File: src/rtl/adc_pp_consts.svh
/*
 Offsets, field positions, reset values and counts of the result post-processor.
 Assumes inclusion by bare name from design files of the block.
*/
`ifndef ADC_PP_CONSTS_SVH
`define ADC_PP_CONSTS_SVH
// Register offsets on the plain register port
`define OFS_MASK_LOW      4'h0
`define OFS_MASK_HIGH     4'h1
`define OFS_FILT_CTRL     4'h2
`define OFS_FILT_RESULT   4'h3
`define OFS_CMP_CTRL      4'h4
`define OFS_CMP_LOW       4'h5
`define OFS_CMP_HIGH      4'h6
`define OFS_IRQ_STATUS    4'h7
`define OFS_IRQ_MASK      4'h8
// Filter control fields
`define FC_ON_BIT         15
`define FC_MODE_HI        14
`define FC_MODE_LO        13
`define FC_RATIO_HI       12
`define FC_RATIO_LO       10
`define FC_IRQ_BIT        9
`define FC_RDY_BIT        8
`define FC_SEL_HI         4
`define FC_SEL_LO         0
`define FC_WRITE_MASK     16'hfe1f
// Comparator control fields
`define CC_CHAN_HI        12
`define CC_CHAN_LO        8
`define CC_ON_BIT         7
`define CC_IRQ_BIT        6
`define CC_STAT_BIT       5
`define CC_BTWN_BIT       4
`define CC_HIHI_BIT       3
`define CC_HILO_BIT       2
`define CC_LOHI_BIT       1
`define CC_LOLO_BIT       0
`define CC_WRITE_MASK     16'h00df
// Status bits
`define ST_FILT_BIT       0
`define ST_CMP_BIT        1
`define HIGH_MASK_BITS    16'h0003
`define RESET_VALUE       16'h0000
`define LAST_CHANNEL      5'h11
`endif

File: src/rtl/adc_pp_pkg.sv
/*
 Types of the result post-processor.
 Assumes nothing beyond a SystemVerilog compiler.
*/
package adc_pp_pkg;
    typedef enum logic [1:0] {
        MODE_OVERSAMPLE = 2'b00,
        MODE_RSVD1      = 2'b01,
        MODE_RSVD2      = 2'b10,
        MODE_AVERAGE    = 2'b11
    } filter_mode_t;
endpackage

File: src/rtl/adc_result_postprocessor.sv
/*
 Comparator channel mask, digital comparator and oversampling/averaging filter.
 Assumes the conversion core presents one result with its channel number per
 valid cycle, synchronous to clock.
*/
// Design decisions made here: the strobed register port and the register offsets.
// Behaviour
// - mask bits 15..0 route channels to comparator
// - high mask holds channels 16,17; rest zero
// - filter runs only when on; off clears ready
// - ratios 0-3 oversample 4..256, 13..16 bits
// - ratios 4-7 oversample 2..128, 13..16 bits
// - averaging yields 12 bits, 2..256 samples
// - filter irq enable raises both interrupts
// - ready sets on result, clears on read
// - five-bit select picks filter input channel
// - between-window event when low<=x<high
// - event records channel and sets status
`timescale 1ns/10ps
`include "adc_pp_consts.svh"
module adc_result_postprocessor #(
    parameter int SAMPLE_W = 12
) (
    input  wire logic                clock,       // 100 MHz clock
    input  wire logic                rst,         // Async reset, high
    input  wire logic [3:0]          reg_addr,    // Register index
    input  wire logic [15:0]         reg_wdata,   // Write data
    input  wire logic                reg_wr,      // Write strobe
    input  wire logic                reg_rd,      // Read strobe
    output logic [15:0]              reg_rdata,   // Read data, next cycle
    input  wire logic                conv_valid,  // Conversion done
    input  wire logic [4:0]          conv_chan,   // Converted channel
    input  wire logic [SAMPLE_W-1:0] conv_data,   // Conversion result
    output logic                     filter_irq,  // Filter interrupt
    output logic                     common_irq,  // Common ADC interrupt
    output logic                     irq          // Masked status interrupt
);
    initial begin
        if (SAMPLE_W != 12) $error("adc_result_postprocessor needs SAMPLE_W 12");
    end

    logic [15:0] mask_low_r;
    logic [1:0]  mask_high_r;
    logic [15:0] fctrl_r;
    logic        rdy_r;
    logic [15:0] cctrl_r;
    logic [4:0]  event_chan_r;
    logic        cmp_stat_r;
    logic [11:0] cmp_low_r;
    logic [11:0] cmp_high_r;
    logic [1:0]  status_r;
    logic [1:0]  irq_mask_r;
    logic [15:0] rdata_r;
    logic        filt_irq_r;
    logic        cmp_irq_r;

    logic [17:0]                 chan_enable;
    logic                        filter_on;
    adc_pp_pkg::filter_mode_t    mode;
    logic [2:0]                  ratio;
    logic                        run;
    logic                        filt_sample;
    logic [3:0]                  log_count;
    logic [3:0]                  shift;
    logic                        filt_done;
    logic [15:0]                 filt_result;
    logic                        cmp_hit;
    logic                        rd_result;
    logic                        rd_cctrl;
    logic                        rd_status;
    logic [1:0]                  events;

    // Decoded control fields
    assign filter_on   = fctrl_r[`FC_ON_BIT];
    assign mode        = adc_pp_pkg::filter_mode_t'(fctrl_r[`FC_MODE_HI:`FC_MODE_LO]);
    assign ratio       = fctrl_r[`FC_RATIO_HI:`FC_RATIO_LO];
    assign chan_enable = {mask_high_r, mask_low_r};
    assign rd_result   = reg_rd && (reg_addr == `OFS_FILT_RESULT);
    assign rd_cctrl    = reg_rd && (reg_addr == `OFS_CMP_CTRL);
    assign rd_status   = reg_rd && (reg_addr == `OFS_IRQ_STATUS);

    // Reserved modes hold the filter idle rather than guess a behaviour
    assign run = filter_on && (mode == adc_pp_pkg::MODE_OVERSAMPLE
                 || mode == adc_pp_pkg::MODE_AVERAGE);
    // Reserved select codes above the band-gap never match a channel
    assign filt_sample = conv_valid && (conv_chan == fctrl_r[`FC_SEL_HI:`FC_SEL_LO])
                         && (conv_chan <= `LAST_CHANNEL);

    // Sample count and scaling per mode and ratio
    always_comb begin
        log_count = 4'h1;
        shift     = 4'h0;
        if (mode == adc_pp_pkg::MODE_AVERAGE) begin
            log_count = {1'b0, ratio} + 4'h1;
            shift     = log_count;
        end else if (ratio[2]) begin
            log_count = {1'b0, ratio[1:0], 1'b1};
            shift     = {2'b00, ratio[1:0]};
        end else begin
            log_count = {1'b0, ratio[1:0], 1'b0} + 4'h2;
            shift     = {2'b00, ratio[1:0]} + 4'h1;
        end
    end

    sample_accumulator #(
        .SAMPLE_W (SAMPLE_W)
    ) u_acc (
        .clock     (clock),
        .rst       (rst),
        .run       (run),
        .sample_en (filt_sample),
        .sample    (conv_data),
        .log_count (log_count),
        .shift     (shift),
        .done      (filt_done),
        .result_r  (filt_result)
    );

    // Comparator condition for an enabled channel
    always_comb begin
        logic [11:0] x;
        logic        lo;
        logic        hi;
        x  = conv_data;
        lo = x < cmp_low_r;
        hi = x >= cmp_high_r;
        cmp_hit = conv_valid && cctrl_r[`CC_ON_BIT] && (conv_chan <= `LAST_CHANNEL)
                  && chan_enable[conv_chan]
                  && ((cctrl_r[`CC_BTWN_BIT] && !lo && !hi)
                   || (cctrl_r[`CC_HIHI_BIT] && hi)
                   || (cctrl_r[`CC_HILO_BIT] && !hi)
                   || (cctrl_r[`CC_LOHI_BIT] && !lo)
                   || (cctrl_r[`CC_LOLO_BIT] && lo));
    end

    // Mask registers; only two high bits exist
    always_ff @(posedge clock or posedge rst) begin
        if (rst) begin
            mask_low_r  <= `RESET_VALUE;
            mask_high_r <= 2'h0;
        end else if (reg_wr && reg_addr == `OFS_MASK_LOW) begin
            mask_low_r <= reg_wdata;
        end else if (reg_wr && reg_addr == `OFS_MASK_HIGH) begin
            mask_high_r <= reg_wdata[1:0];
        end
    end

    // Filter and comparator control plus thresholds
    always_ff @(posedge clock or posedge rst) begin
        if (rst) begin
            fctrl_r    <= `RESET_VALUE;
            cctrl_r    <= `RESET_VALUE;
            cmp_low_r  <= 12'h000;
            cmp_high_r <= 12'h000;
        end else if (reg_wr) begin
            unique case (reg_addr)
                `OFS_FILT_CTRL: fctrl_r <= reg_wdata & `FC_WRITE_MASK;
                `OFS_CMP_CTRL:  cctrl_r <= reg_wdata & `CC_WRITE_MASK;
                `OFS_CMP_LOW:   cmp_low_r <= reg_wdata[11:0];
                `OFS_CMP_HIGH:  cmp_high_r <= reg_wdata[11:0];
                default: ;
            endcase
        end
    end

    // Ready flag: a new result wins over a read in the same cycle
    always_ff @(posedge clock or posedge rst) begin
        if (rst) begin
            rdy_r <= 1'b0;
        end else if (!filter_on) begin
            rdy_r <= 1'b0;
        end else if (filt_done) begin
            rdy_r <= 1'b1;
        end else if (rd_result) begin
            rdy_r <= 1'b0;
        end
    end

    // Comparator event channel and status; a read of control clears status
    always_ff @(posedge clock or posedge rst) begin
        if (rst) begin
            event_chan_r <= 5'h00;
            cmp_stat_r   <= 1'b0;
        end else if (!cctrl_r[`CC_ON_BIT]) begin
            cmp_stat_r <= 1'b0;
        end else if (cmp_hit) begin
            event_chan_r <= conv_chan;
            cmp_stat_r   <= 1'b1;
        end else if (rd_cctrl) begin
            cmp_stat_r <= 1'b0;
        end
    end

    // Interrupt pulses registered for clean outputs
    always_ff @(posedge clock or posedge rst) begin
        if (rst) begin
            filt_irq_r <= 1'b0;
            cmp_irq_r  <= 1'b0;
        end else begin
            filt_irq_r <= filt_done && fctrl_r[`FC_IRQ_BIT];
            cmp_irq_r  <= cmp_hit && cctrl_r[`CC_IRQ_BIT];
        end
    end
    assign filter_irq = filt_irq_r;
    assign common_irq = filt_irq_r || cmp_irq_r;

    // Sticky status; event beats the clearing read
    assign events = {cmp_hit, filt_done};
    always_ff @(posedge clock or posedge rst) begin
        if (rst) begin
            status_r <= 2'h0;
        end else begin
            status_r <= (rd_status ? 2'h0 : status_r) | events;
        end
    end

    // Interrupt mask
    always_ff @(posedge clock or posedge rst) begin
        if (rst) begin
            irq_mask_r <= 2'h0;
        end else if (reg_wr && reg_addr == `OFS_IRQ_MASK) begin
            irq_mask_r <= reg_wdata[1:0];
        end
    end
    assign irq = |(status_r & irq_mask_r);

    // Read data register; unmapped addresses read zero
    always_ff @(posedge clock or posedge rst) begin
        if (rst) begin
            rdata_r <= 16'h0000;
        end else if (reg_rd) begin
            unique case (reg_addr)
                `OFS_MASK_LOW:    rdata_r <= mask_low_r;
                `OFS_MASK_HIGH:   rdata_r <= {14'h0000, mask_high_r};
                `OFS_FILT_CTRL:   rdata_r <= fctrl_r | ({15'h0000, rdy_r} << `FC_RDY_BIT);
                `OFS_FILT_RESULT: rdata_r <= filt_result;
                `OFS_CMP_CTRL:    rdata_r <= cctrl_r | {3'h0, event_chan_r, 2'h0, cmp_stat_r, 5'h00};
                `OFS_CMP_LOW:     rdata_r <= {4'h0, cmp_low_r};
                `OFS_CMP_HIGH:    rdata_r <= {4'h0, cmp_high_r};
                `OFS_IRQ_STATUS:  rdata_r <= {14'h0000, status_r};
                `OFS_IRQ_MASK:    rdata_r <= {14'h0000, irq_mask_r};
                default:          rdata_r <= 16'h0000;
            endcase
        end else begin
            rdata_r <= 16'h0000;
        end
    end
    assign reg_rdata = rdata_r;

    // Checks
    property p_mask_gate;
        @(posedge clock) disable iff (rst)
        (conv_valid && conv_chan <= `LAST_CHANNEL && !chan_enable[conv_chan]) |-> !cmp_hit;
    endproperty
    a_mask_gate: assert property (p_mask_gate) else $error("masked channel hit comparator");

    property p_high_zero;
        @(posedge clock) disable iff (rst)
        (reg_rd && reg_addr == `OFS_MASK_HIGH) |=> (reg_rdata[15:2] == 14'h0000);
    endproperty
    a_high_zero: assert property (p_high_zero) else $error("high mask upper bits not zero");

    property p_off_clears;
        @(posedge clock) disable iff (rst)
        !filter_on |=> !rdy_r;
    endproperty
    a_off_clears: assert property (p_off_clears) else $error("ready set while filter off");

    property p_reserved_idle;
        @(posedge clock) disable iff (rst)
        (mode == adc_pp_pkg::MODE_RSVD1 || mode == adc_pp_pkg::MODE_RSVD2) |-> !filt_done;
    endproperty
    a_reserved_idle: assert property (p_reserved_idle) else $error("reserved mode produced result");

    property p_ovs_width;
        @(posedge clock) disable iff (rst)
        (filt_done && mode == adc_pp_pkg::MODE_OVERSAMPLE && ratio[1:0] == 2'b00) |=> (filt_result[15:13] == 3'h0);
    endproperty
    a_ovs_width: assert property (p_ovs_width) else $error("13-bit result too wide");

    property p_avg_width;
        @(posedge clock) disable iff (rst)
        (filt_done && mode == adc_pp_pkg::MODE_AVERAGE) |=> (filt_result[15:12] == 4'h0);
    endproperty
    a_avg_width: assert property (p_avg_width) else $error("average wider than 12 bits");

    property p_irq_follow;
        @(posedge clock) disable iff (rst)
        filt_done |=> (filter_irq == $past(fctrl_r[`FC_IRQ_BIT])) && (common_irq || !filter_irq);
    endproperty
    a_irq_follow: assert property (p_irq_follow) else $error("filter irq mismatch");

    property p_rdy_set;
        @(posedge clock) disable iff (rst)
        (filt_done && filter_on) |=> rdy_r;
    endproperty
    a_rdy_set: assert property (p_rdy_set) else $error("ready not set on result");

    property p_event_chan;
        @(posedge clock) disable iff (rst)
        cmp_hit |=> (cmp_stat_r && event_chan_r == $past(conv_chan));
    endproperty
    a_event_chan: assert property (p_event_chan) else $error("event channel not recorded");

    property p_rdy_clear;
        @(posedge clock) disable iff (rst)
        (rd_result && !filt_done) |=> !rdy_r;
    endproperty
    a_rdy_clear: assert property (p_rdy_clear) else $error("ready kept after result read");

    property p_run_only;
        @(posedge clock) disable iff (rst)
        !filter_on |-> !filt_done;
    endproperty
    a_run_only: assert property (p_run_only) else $error("result while filter off");

    property p_btwn_hit;
        @(posedge clock) disable iff (rst)
        (conv_valid && cctrl_r[`CC_ON_BIT] && cctrl_r[`CC_BTWN_BIT] && conv_chan <= `LAST_CHANNEL
         && chan_enable[conv_chan] && conv_data >= cmp_low_r && conv_data < cmp_high_r) |-> cmp_hit;
    endproperty
    a_btwn_hit: assert property (p_btwn_hit) else $error("window event missed");

    property p_no_ie;
        @(posedge clock) disable iff (rst)
        (filt_done && !fctrl_r[`FC_IRQ_BIT]) |=> !filter_irq;
    endproperty
    a_no_ie: assert property (p_no_ie) else $error("filter irq while disabled");

    // No disable here: this one watches the reset itself
    property p_reset_zero;
        @(posedge clock)
        rst |=> (fctrl_r == `RESET_VALUE && cctrl_r == `RESET_VALUE && mask_low_r == `RESET_VALUE
                 && mask_high_r == 2'h0 && irq_mask_r == 2'h0);
    endproperty
    a_reset_zero: assert property (p_reset_zero) else $error("register not zero after reset");

    property p_ovs_w14;
        @(posedge clock) disable iff (rst)
        (filt_done && mode == adc_pp_pkg::MODE_OVERSAMPLE && ratio[1:0] == 2'b01)
        |=> (filt_result[15:14] == 2'h0);
    endproperty
    a_ovs_w14: assert property (p_ovs_w14) else $error("14-bit result too wide");

    property p_ovs_w15;
        @(posedge clock) disable iff (rst)
        (filt_done && mode == adc_pp_pkg::MODE_OVERSAMPLE && ratio[1:0] == 2'b10) |=> !filt_result[15];
    endproperty
    a_ovs_w15: assert property (p_ovs_w15) else $error("15-bit result too wide");

    property p_result_hold;
        @(posedge clock) disable iff (rst)
        !filt_done |=> $stable(filt_result);
    endproperty
    a_result_hold: assert property (p_result_hold) else $error("result changed without new sum");

    property p_sel_range;
        @(posedge clock) disable iff (rst)
        (conv_valid && conv_chan > `LAST_CHANNEL) |-> (!filt_done && !cmp_hit);
    endproperty
    a_sel_range: assert property (p_sel_range) else $error("reserved channel used");
endmodule

File: src/rtl/sample_accumulator.sv
/*
 Accumulator that sums samples and yields the shifted result after a set count.
 Assumes one sample strobe at most per clock and a static ratio while running.
*/
`timescale 1ns/10ps
`include "adc_pp_consts.svh"
module sample_accumulator #(
    parameter int SAMPLE_W = 12
) (
    input  wire logic                clock,     // Core clock
    input  wire logic                rst,       // Async reset
    input  wire logic                run,       // Filter running
    input  wire logic                sample_en, // New sample
    input  wire logic [SAMPLE_W-1:0] sample,    // Sample value
    input  wire logic [3:0]          log_count, // Log2 of sample count
    input  wire logic [3:0]          shift,     // Right shift of sum
    output logic                     done,      // Result strobe
    output logic [15:0]              result_r   // Shifted result
);
    initial begin
        if (SAMPLE_W != 12) $error("sample_accumulator needs SAMPLE_W 12");
    end
    logic [SAMPLE_W+7:0] sum_r;
    logic [8:0]          cnt_r;
    logic [SAMPLE_W+7:0] sum_nxt;
    logic [8:0]          target;
    logic [SAMPLE_W+7:0] shifted;

    // Sum includes the sample of this cycle so no result is one sample late
    always_comb begin
        sum_nxt = sum_r + {8'h00, sample};
        target  = 9'h001 << log_count;
        shifted = sum_nxt >> shift;
        done    = run && sample_en && ((cnt_r + 9'h001) == target);
    end

    // Count and sum; restart after each published result
    always_ff @(posedge clock or posedge rst) begin
        if (rst) begin
            sum_r <= '0;
            cnt_r <= 9'h000;
        end else if (!run || done) begin
            sum_r <= '0;
            cnt_r <= 9'h000;
        end else if (sample_en) begin
            sum_r <= sum_nxt;
            cnt_r <= cnt_r + 9'h001;
        end
    end

    // Result register
    always_ff @(posedge clock or posedge rst) begin
        if (rst) begin
            result_r <= 16'h0000;
        end else if (done) begin
            result_r <= shifted[15:0];
        end
    end
endmodule
File: config.mk
export PLATFORM = sky130hd
export DESIGN_NAME = adc_result_postprocessor
export DESIGN_NICKNAME = d
export VERILOG_FILES = /design/src/rtl/adc_pp_pkg.sv /design/src/rtl/adc_result_postprocessor.sv /design/src/rtl/sample_accumulator.sv
export VERILOG_INCLUDE_DIRS = /design/src /design/src/rtl
export SDC_FILE = /design/constraint.sdc
export NUM_CORES = 1
export LEC_CHECK = 0
export ABC_AREA = 0
export BUFFER_PORTS_ARGS = -buffer_cell sky130_fd_sc_hd__buf_4
export CAP_MARGIN = 20
export CORE_ASPECT_RATIO = 2
export CORE_MARGIN = 4
export CORE_UTILIZATION = 50
export CTS_CLUSTER_SIZE = 8
export DETAILED_ROUTE_END_ITERATION = 8
export PLACE_DENSITY = 0.68
export SLEW_MARGIN = 20
export SYNTH_ARGS = -nofsm -noshare
export SYNTH_HDL_FRONTEND = slang
export SYNTH_SLANG_ARGS = --single-unit
File: constraint.sdc
create_clock -name clock -period 6.45 [get_ports clock]
set_clock_uncertainty 0.2 [all_clocks]
set_input_delay 1.29 -clock clock [delete_from_list [all_inputs] [get_ports clock]]
set_output_delay 1.29 -clock clock [all_outputs]
set_load 0.01 [all_outputs]
==> flow_summary.yaml, run 1 <==
global_route:
  grt_usage: 0.2725
  grt_antenna_before_repair: 0
  gr-total-overflow: 0
  largest_net_degree_at_the_start_of_global_routing: 96
  number_of_global_route_vias_before_repair: 7493
  grt_util_met1: 0.2783
  global_route.peak_usage_layer: "met2"
  global_route_wire_length_before_repair_um: 40820
  met2_usage: 0.4996
  grt.met3_usage: 0.03857
final_layout:
  final_cell_mix: "sky130_fd_sc_hd__dfrtp_1 (135), sky130_fd_sc_hd__nand2_1 (87), sky130_fd_sc_hd__mux2_2 (77)"
  fill_cells: 1464
  finalCoreUtilization: 0.5831
  num_antenna_cells: 0
  layout.cells.most_common: "sky130_fd_sc_hd__dfrtp_1"
  area_growth_syn_to_layout_pct: 14.54
  design_area_um2: 9826
  drive_gt1_frac: 0.2265
  fin_nets: 996
sta:
  maxSlewViolCount: 0
  timing_worst_slew_pin_value_ns: 1.048
  worst_slew_margin: 0.2985
  finalWorstPathRequiredPeriod_ns: 4.059
  finalSetupTns_ns: 0
  grt_setup_unrepaired: "no"
  setup_viol_count_final: 0
  final_hold_vios: 0
  timing.fmax_mhz: 246.4
  finalCritPeriodShare: 0.6292
worst_setup_path:
  number_of_cells_traversed_by_the_worst_register_to_register_path: 11
  worst_path_dominant_cell_family: "compound AO/OA/AOI/OAI gates"
  critPathArrivalTime_ns: 4.17
  cpPeakStageDelay_ns: 0.51
  end_kind: "flip-flop"
  cells_along_the_critical_path: "buf_4, ha_1, fa_1, nand3_2, a211oi_4, o21ai_2, a2111oi_4, xnor2_1, mux2i_4, a211oi_1, a221oi_2, a21o_1"
  critPathRequiredTime_ns: 6.56
  start_kind: "input pin"
  crit-reg2reg-capture: "u_acc.result_r[13]$_DFFE_PP0P_"
  worstSetupPathType: "in -> reg"
  cp_num_buf_inv: 1
  timing.critical_path.slowest_stage_cell: "sky130_fd_sc_hd__a211oi_1"
  timing.critical_path.fanout_max: 5
  reg2reg_setup_slack_ns: 2.60
  r2r_start: "fctrl_r[10]$_DFFE_PP0P_"
clock_tree:
  numCtsBuffers: 17
  ctsHtreeMaxLevel: 4
  worst_setup_hold_path_clk_slew_ns: 0.06
  cts_max_path_buffers: 2
  tritoncts: "done"
  clock_insertion_delay_worst_skew_ns: 0.42
  cts_resized: 0
  post_cts.repair.setup_buffers: 0
  clockRootBuffer: "sky130_fd_sc_hd__clkbuf_16"
  cts_num_sinks: 135
  hold_buffers: 0
run:
  maxCapViolCount: 0
place:
  post_placement_cell_area_um2: 9211
  finalWeightedCongestion: 0.9725
  place_hpwl_um: 19770
  place.port_buffers: 60
hold_path:
  holdCritPathClass: "reg -> reg"
  hold_path_end: "u_acc.result_r[10]$_DFFE_PP0P_"
  worstHoldStart: "u_acc.result_r[10]$_DFFE_PP0P_"
  hold_path_depth: 1
logic_synthesis:
  synth_cell_type_count: 79
  synthDominantCellAreaShare: 0.3938
  yosys.area.top_type: "sky130_fd_sc_hd__dfrtp_1"
  synthFlopType: "sky130_fd_sc_hd__dfrtp_1"
  ys_seq_area_frac: 0.3938
  async_flop_share: 1.000
  ys.warnings.count: 0
  synth_compound_gate_area_share: 0.2062
  syn_inst: 868
  synth_adder_area_share: 0.05922
  post_synth_mux_area_share: 0.1378
  yosys.area_share.simple: 0.1262
  syn-num-nets: 950
  post_synth.cell_area_avg_um2: 9.883
  synth_edf_count: 0
  syn_area_um2: 8578
  postSynthRegisterBits: 135
  synth_xor_xnor_area_share: 0.03851
  synth_top_family_by_area: "compound AO/OA/AOI/OAI gates"
  synth.top_cells.by_area: "sky130_fd_sc_hd__dfrtp_1 (39%), sky130_fd_sc_hd__mux2_2 (10%), sky130_fd_sc_hd__ha_1 (5.7%)"
floorplan:
  initial_utilization: 0.5091
  die_height_um: 193.2
  floorplan.die.width_um: 100.6
  area_of_the_die_um2: 19440
  ios: 61
  core.rowCount: 67
  core-area_um2: 16850
drt:
  detail_route.wirelength_um: 25760
  post_dr_wirelength_cell_um: 22.72
  first_pass_iters: 5
  dr_total_vias: 7242
  drt_drc: 0
  first_drt_iteration_drcs: 344
  drtAntennaViolNets: 0
  detail_route.vias_per_cell: 6.386
pwr:
  power_frac_seq: 0.356
  vdd_ir_drop_max_v: 0.0001568
  switching_power_mw: 1.071
  pwr-share-comb: 0.311
  switching_share: 0.3510
  power.density_cell_area_nw_per_um2: 310.4
  static-leakage-power_nw: 4.348
  internal_power_mw: 1.980
  share_clk_of_total_power: 0.333
run_status:
  result_of_the_run: "finished clean"
==> worst max-delay path by stage <==
stage / endpoint / depth (start not counted) / from / slack, ns
floorplan: cctrl_r[0]$_DFFE_PP0P_ / 1 / rst / 1.35
global placement: u_acc.result_r[6]$_DFFE_PP0P_ / 11 / conv_data[9] / 2.00
detailed placement: u_acc.result_r[7]$_DFFE_PP0P_ / 12 / conv_data[0] / 1.98
CTS: u_acc.result_r[7]$_DFFE_PP0P_ / 12 / conv_data[0] / 2.42
global route: u_acc.result_r[7]$_DFFE_PP0P_ / 12 / conv_data[0] / 2.27
finish: u_acc.result_r[7]$_DFFE_PP0P_ / 12 / conv_data[0] / 2.39
==> power by group through the flow <==
stage | Clock [mW] | Combinational [mW] | Sequential, mW
2_1_floorplan | 0 | 0.699 | 1.04
3_3_place_gp | 0 | 0.923 | 1.09
3_5_place_dp | 0 | 0.935 | 1.10
4_1_cts | 1.02 | 0.940 | 1.08
5_1_grt | 1.06 | 1.04 | 1.10
6_report | 1.02 | 0.949 | 1.08
==> synthesized netlist by cell type, drive strengths merged (15+ instances only) <==
master  number
mux2        77
buf         17
xor2        15
a31oi       20
inv         35
ha          39
nor3        16
a21o        19
a22oi       34
dfrtp      135
mux2i       19
o21ai       42
nor2        48
nand2       87
a21oi       44
clkbuf      29
xnor2       21
==> logic make-up after synthesis <==
| logic type | count (synthesis) |
|---|---|
| AO/OA/AOI/OAI | 252 |
| AND/OR/NAND/NOR | 223 |
| flip-flops | 135 |
| multiplexers | 101 |
| buffers and inverters | 81 |
| adder cells (fa/ha/maj) | 40 |
| XOR/XNOR | 36 |
==> final cells by class <==
type,instances,area [um^2],area share
clock inverter,13,171.4,0.01745
sequential,135,3378,0.3438
inverter,35,136.4,0.01388
clock buffer,19,442.9,0.04508
tap,207,259.0,0.02636
multi-input combinational,652,4890,0.4976
timing repair buffer,73,548.0,0.05577
==> sequential cells by signal, indices dropped and copies added, names as in the netlist <==
signal,cells
u_acc.sum_r,20
mask_low_r,16
reg_rdata,16
u_acc.result_r,16
cmp_high_r,12
cmp_low_r,12
fctrl_r,12
u_acc.cnt_r,9
cctrl_r,7
event_chan_r,5
irq_mask_r,2
mask_high_r,2
status_r,2
cmp_irq_r,1
cmp_stat_r,1
filter_irq,1
rdy_r,1
==> metrics by stage <==
| step | instances | worst slack (ns) | hold WS [ns] | total power, mW |
|---|---|---|---|---|
| after detailed placement | 1102 | 1.976 | 0.2808 | 2.031 |
| after floorplan | 868 | 1.349 | 0.2444 | 1.739 |
| final | 1134 | 2.391 | 0.2892 | 3.050 |
| after global routing | 1134 | 2.272 | 0.3231 | 3.205 |
| after global placement | 1102 | 1.997 | 0.2613 | 2.016 |
| after CTS | 1134 | 2.419 | 0.2941 | 3.047 |
==> metal layers <==
metal	routed length (um)	part of all wire	vias up
met2	14460	0.56	254
met5	0	0	-
li1	-	-	3338
met1	8686	0.34	3556
met3	957	0.037	94
met4	1661	0.064	0
Note: power is estimated with default switching activity, not from simulation.
==> run 2: changes to the inputs <==
==> constraint.sdc (replaced) <==
create_clock -name clock -period 4.2 [get_ports clock]
set_clock_uncertainty 0.2 [all_clocks]
set_input_delay 0.84 -clock clock [delete_from_list [all_inputs] [get_ports clock]]
set_output_delay 0.84 -clock clock [all_outputs]
set_load 0.01 [all_outputs]
==> run 2 against run 1 <==
  * Combinational power increased by 58%
  * Total power rose by 51%
  * Count of clock-buffer cells in the layout down 2
  * Non-clock buffer count grew 14
  * Cell count is 1.2% higher
  * First-iteration DRC count up 21%
  * Die area unchanged
  * Largest power group unchanged
  * Highest routed layer unchanged
==> flow_summary.yaml, run 2 (synthesis results as in run 1) <==
drt:
  dr_total_vias: 7301
  first_pass_iters: 6
  detail_route.vias_per_cell: 6.360
  first_drt_iteration_drcs: 417
  detail_route.wirelength_um: 26190
  post_dr_wirelength_cell_um: 22.81
  drt_drc: 0
  drtAntennaViolNets: 0
worst_setup_path:
  timing.critical_path.fanout_max: 5
  worst_path_dominant_cell_family: "compound AO/OA/AOI/OAI gates"
  critPathRequiredTime_ns: 4.31
  critPathArrivalTime_ns: 3.72
  cpPeakStageDelay_ns: 0.53
  start_kind: "input pin"
  end_kind: "flip-flop"
  cp_num_buf_inv: 1
  cells_along_the_critical_path: "buf_4, ha_1, fa_1, nand3_2, a211oi_4, o21ai_2, a21oi_1, xnor2_1, a21oi_1, mux2i_1, mux2i_1, a211o_1"
  timing.critical_path.slowest_stage_cell: "sky130_fd_sc_hd__xnor2_1"
  worstSetupPathType: "in -> reg"
sta:
  grt_setup_unrepaired: "no"
  finalWorstPathRequiredPeriod_ns: 3.604
  worst_slew_margin: 0.4123
  setup_viol_count_final: 0
  maxSlewViolCount: 0
  finalCritPeriodShare: 0.8582
  timing_worst_slew_pin_value_ns: 0.8795
  final_hold_vios: 0
  timing.fmax_mhz: 277.4
  finalSetupTns_ns: 0
final_layout:
  layout.cells.most_common: "sky130_fd_sc_hd__dfrtp_1"
  drive_gt1_frac: 0.2391
  final_cell_mix: "sky130_fd_sc_hd__dfrtp_1 (135), sky130_fd_sc_hd__nand2_1 (87), sky130_fd_sc_hd__buf_4 (85)"
  fin_nets: 1010
  largest_reg_flops: 20
  largest_reg_by_ff_count: "u_acc.sum_r"
  area_growth_syn_to_layout_pct: 15.39
  num_antenna_cells: 0
place:
  place.port_buffers: 60
  finalWeightedCongestion: 0.9691
  place_hpwl_um: 20270
floorplan:
  area_of_the_die_um2: 19440
  core-area_um2: 16850
  core.rowCount: 67
  initial_utilization: 0.5091
  die_height_um: 193.2
  ios: 61
  floorplan.die.width_um: 100.6
pwr:
  pwr-share-comb: 0.327
  internal_power_mw: 2.890
  switching_power_mw: 1.712
  total_power_mw: 4.602
  power.density_cell_area_nw_per_um2: 464.9
  vdd_ir_drop_max_v: 0.0002586
  power_frac_seq: 0.359
  static-leakage-power_nw: 4.411
  share_clk_of_total_power: 0.314
  switching_share: 0.3720
clock_tree:
  worst_setup_hold_path_clk_slew_ns: 0.06
  cts_num_sinks: 135
  cts_max_path_buffers: 2
  tritoncts: "done"
  post_cts.repair.setup_buffers: 0
  cts_resized: 0
  clockRootBuffer: "sky130_fd_sc_hd__clkbuf_16"
  numCtsBuffers: 17
  clock_insertion_delay_worst_skew_ns: 0.44
  hold_buffers: 0
  ctsHtreeMaxLevel: 4
global_route:
  grt_antenna_before_repair: 0
  number_of_global_route_vias_before_repair: 7564
  gr-total-overflow: 0
  largest_net_degree_at_the_start_of_global_routing: 71
  grt_usage: 0.2756
  global_route_wire_length_before_repair_um: 41130
run:
  maxCapViolCount: 0
run_status:
  result_of_the_run: "finished clean"
hold_path:
  holdCritPathClass: "in -> async"
-- run 2: worst paths after layout --
| kind | cells after the start | end | slack (ns) | startpoint |
|---|---|---|---|---|
| setup / recovery | 12 | u_acc.result_r[4]$_DFFE_PP0P_ | 0.60 | conv_data[0] |
| hold / removal | 2 | cctrl_r[2]$_DFFE_PP0P_ | 0.25 | rst |
| setup reg to reg | 10 | u_acc.cnt_r[1]$_DFFE_PP0P_ | 0.63 | fctrl_r[14]$_DFFE_PP0P_ |
| hold reg to reg | 2 | u_acc.result_r[14]$_DFFE_PP0P_ | 0.28 | u_acc.result_r[14]$_DFFE_PP0P_ |
| max in group asynchronous | 3 | mask_low_r[14]$_DFFE_PP0P_ | 2.81 | rst |
| min in group clock | 2 | u_acc.result_r[14]$_DFFE_PP0P_ | 0.28 | u_acc.result_r[14]$_DFFE_PP0P_ |
-- run 2: power groups by stage --
| stage | Combinational, mW | Sequential (mW) | Clock [mW] |
|---|---|---|---|
| finish | 1.50 | 1.65 | 1.45 |
| global route | 1.64 | 1.67 | 1.52 |
| CTS | 1.49 | 1.65 | 1.46 |
| detailed placement | 1.48 | 1.67 | 0 |
| global placement | 1.47 | 1.66 | 0 |
| floorplan | 1.07 | 1.60 | 0 |
-- run 2: area by class of cell --
cell class	count	area, um^2
Clock buffer	17	425.4
Clock inverter	15	132.6
Fill cell	1471	6952
Inverter	35	135.1
Multi-Input combinational cell	652	4890
Sequential cell	135	3378
Tap cell	207	259.0
Timing Repair Buffer	87	678.2
-- run 2: metal layers --
metal,vias up,track usage,share of wire
met2,258,0.5116,0.56
met4,0,0.1614,0.059
met5,-,0,0
met1,3586,0.2759,0.34
li1,3366,-,-
met3,91,0.04722,0.040
-- run 2: worst register-to-register path, cell delays in order, from the launching register on --
cell and delay, ns:
sky130_fd_sc_hd__dfrtp_1 0.37, sky130_fd_sc_hd__ha_1 0.59, sky130_fd_sc_hd__o21ai_0 0.40, sky130_fd_sc_hd__a41oi_1 0.30
sky130_fd_sc_hd__o31ai_1 0.10, sky130_fd_sc_hd__a32o_1 0.31, sky130_fd_sc_hd__nand4b_1 0.15, sky130_fd_sc_hd__buf_4 0.31
sky130_fd_sc_hd__inv_2 0.16, sky130_fd_sc_hd__nor3_4 0.41, sky130_fd_sc_hd__a22o_1 0.22
-- run 2: per-stage QoR --
stage          cells  setup WS [ns]  instance area (um^2)    util  hold slack, ns
2_1_floorplan    868         0.7744                  8582       -          0.2444
3_3_place_gp    1116         0.2207                  9340  0.5543          0.2658
3_5_place_dp    1116         0.2023                  9340  0.5543          0.2668
4_1_cts         1148         0.6386                  9898  0.5874          0.2558
5_1_grt         1148         0.2639                  9898  0.5874          0.2755
6_report        1148         0.5955                  9898  0.5874          0.2462
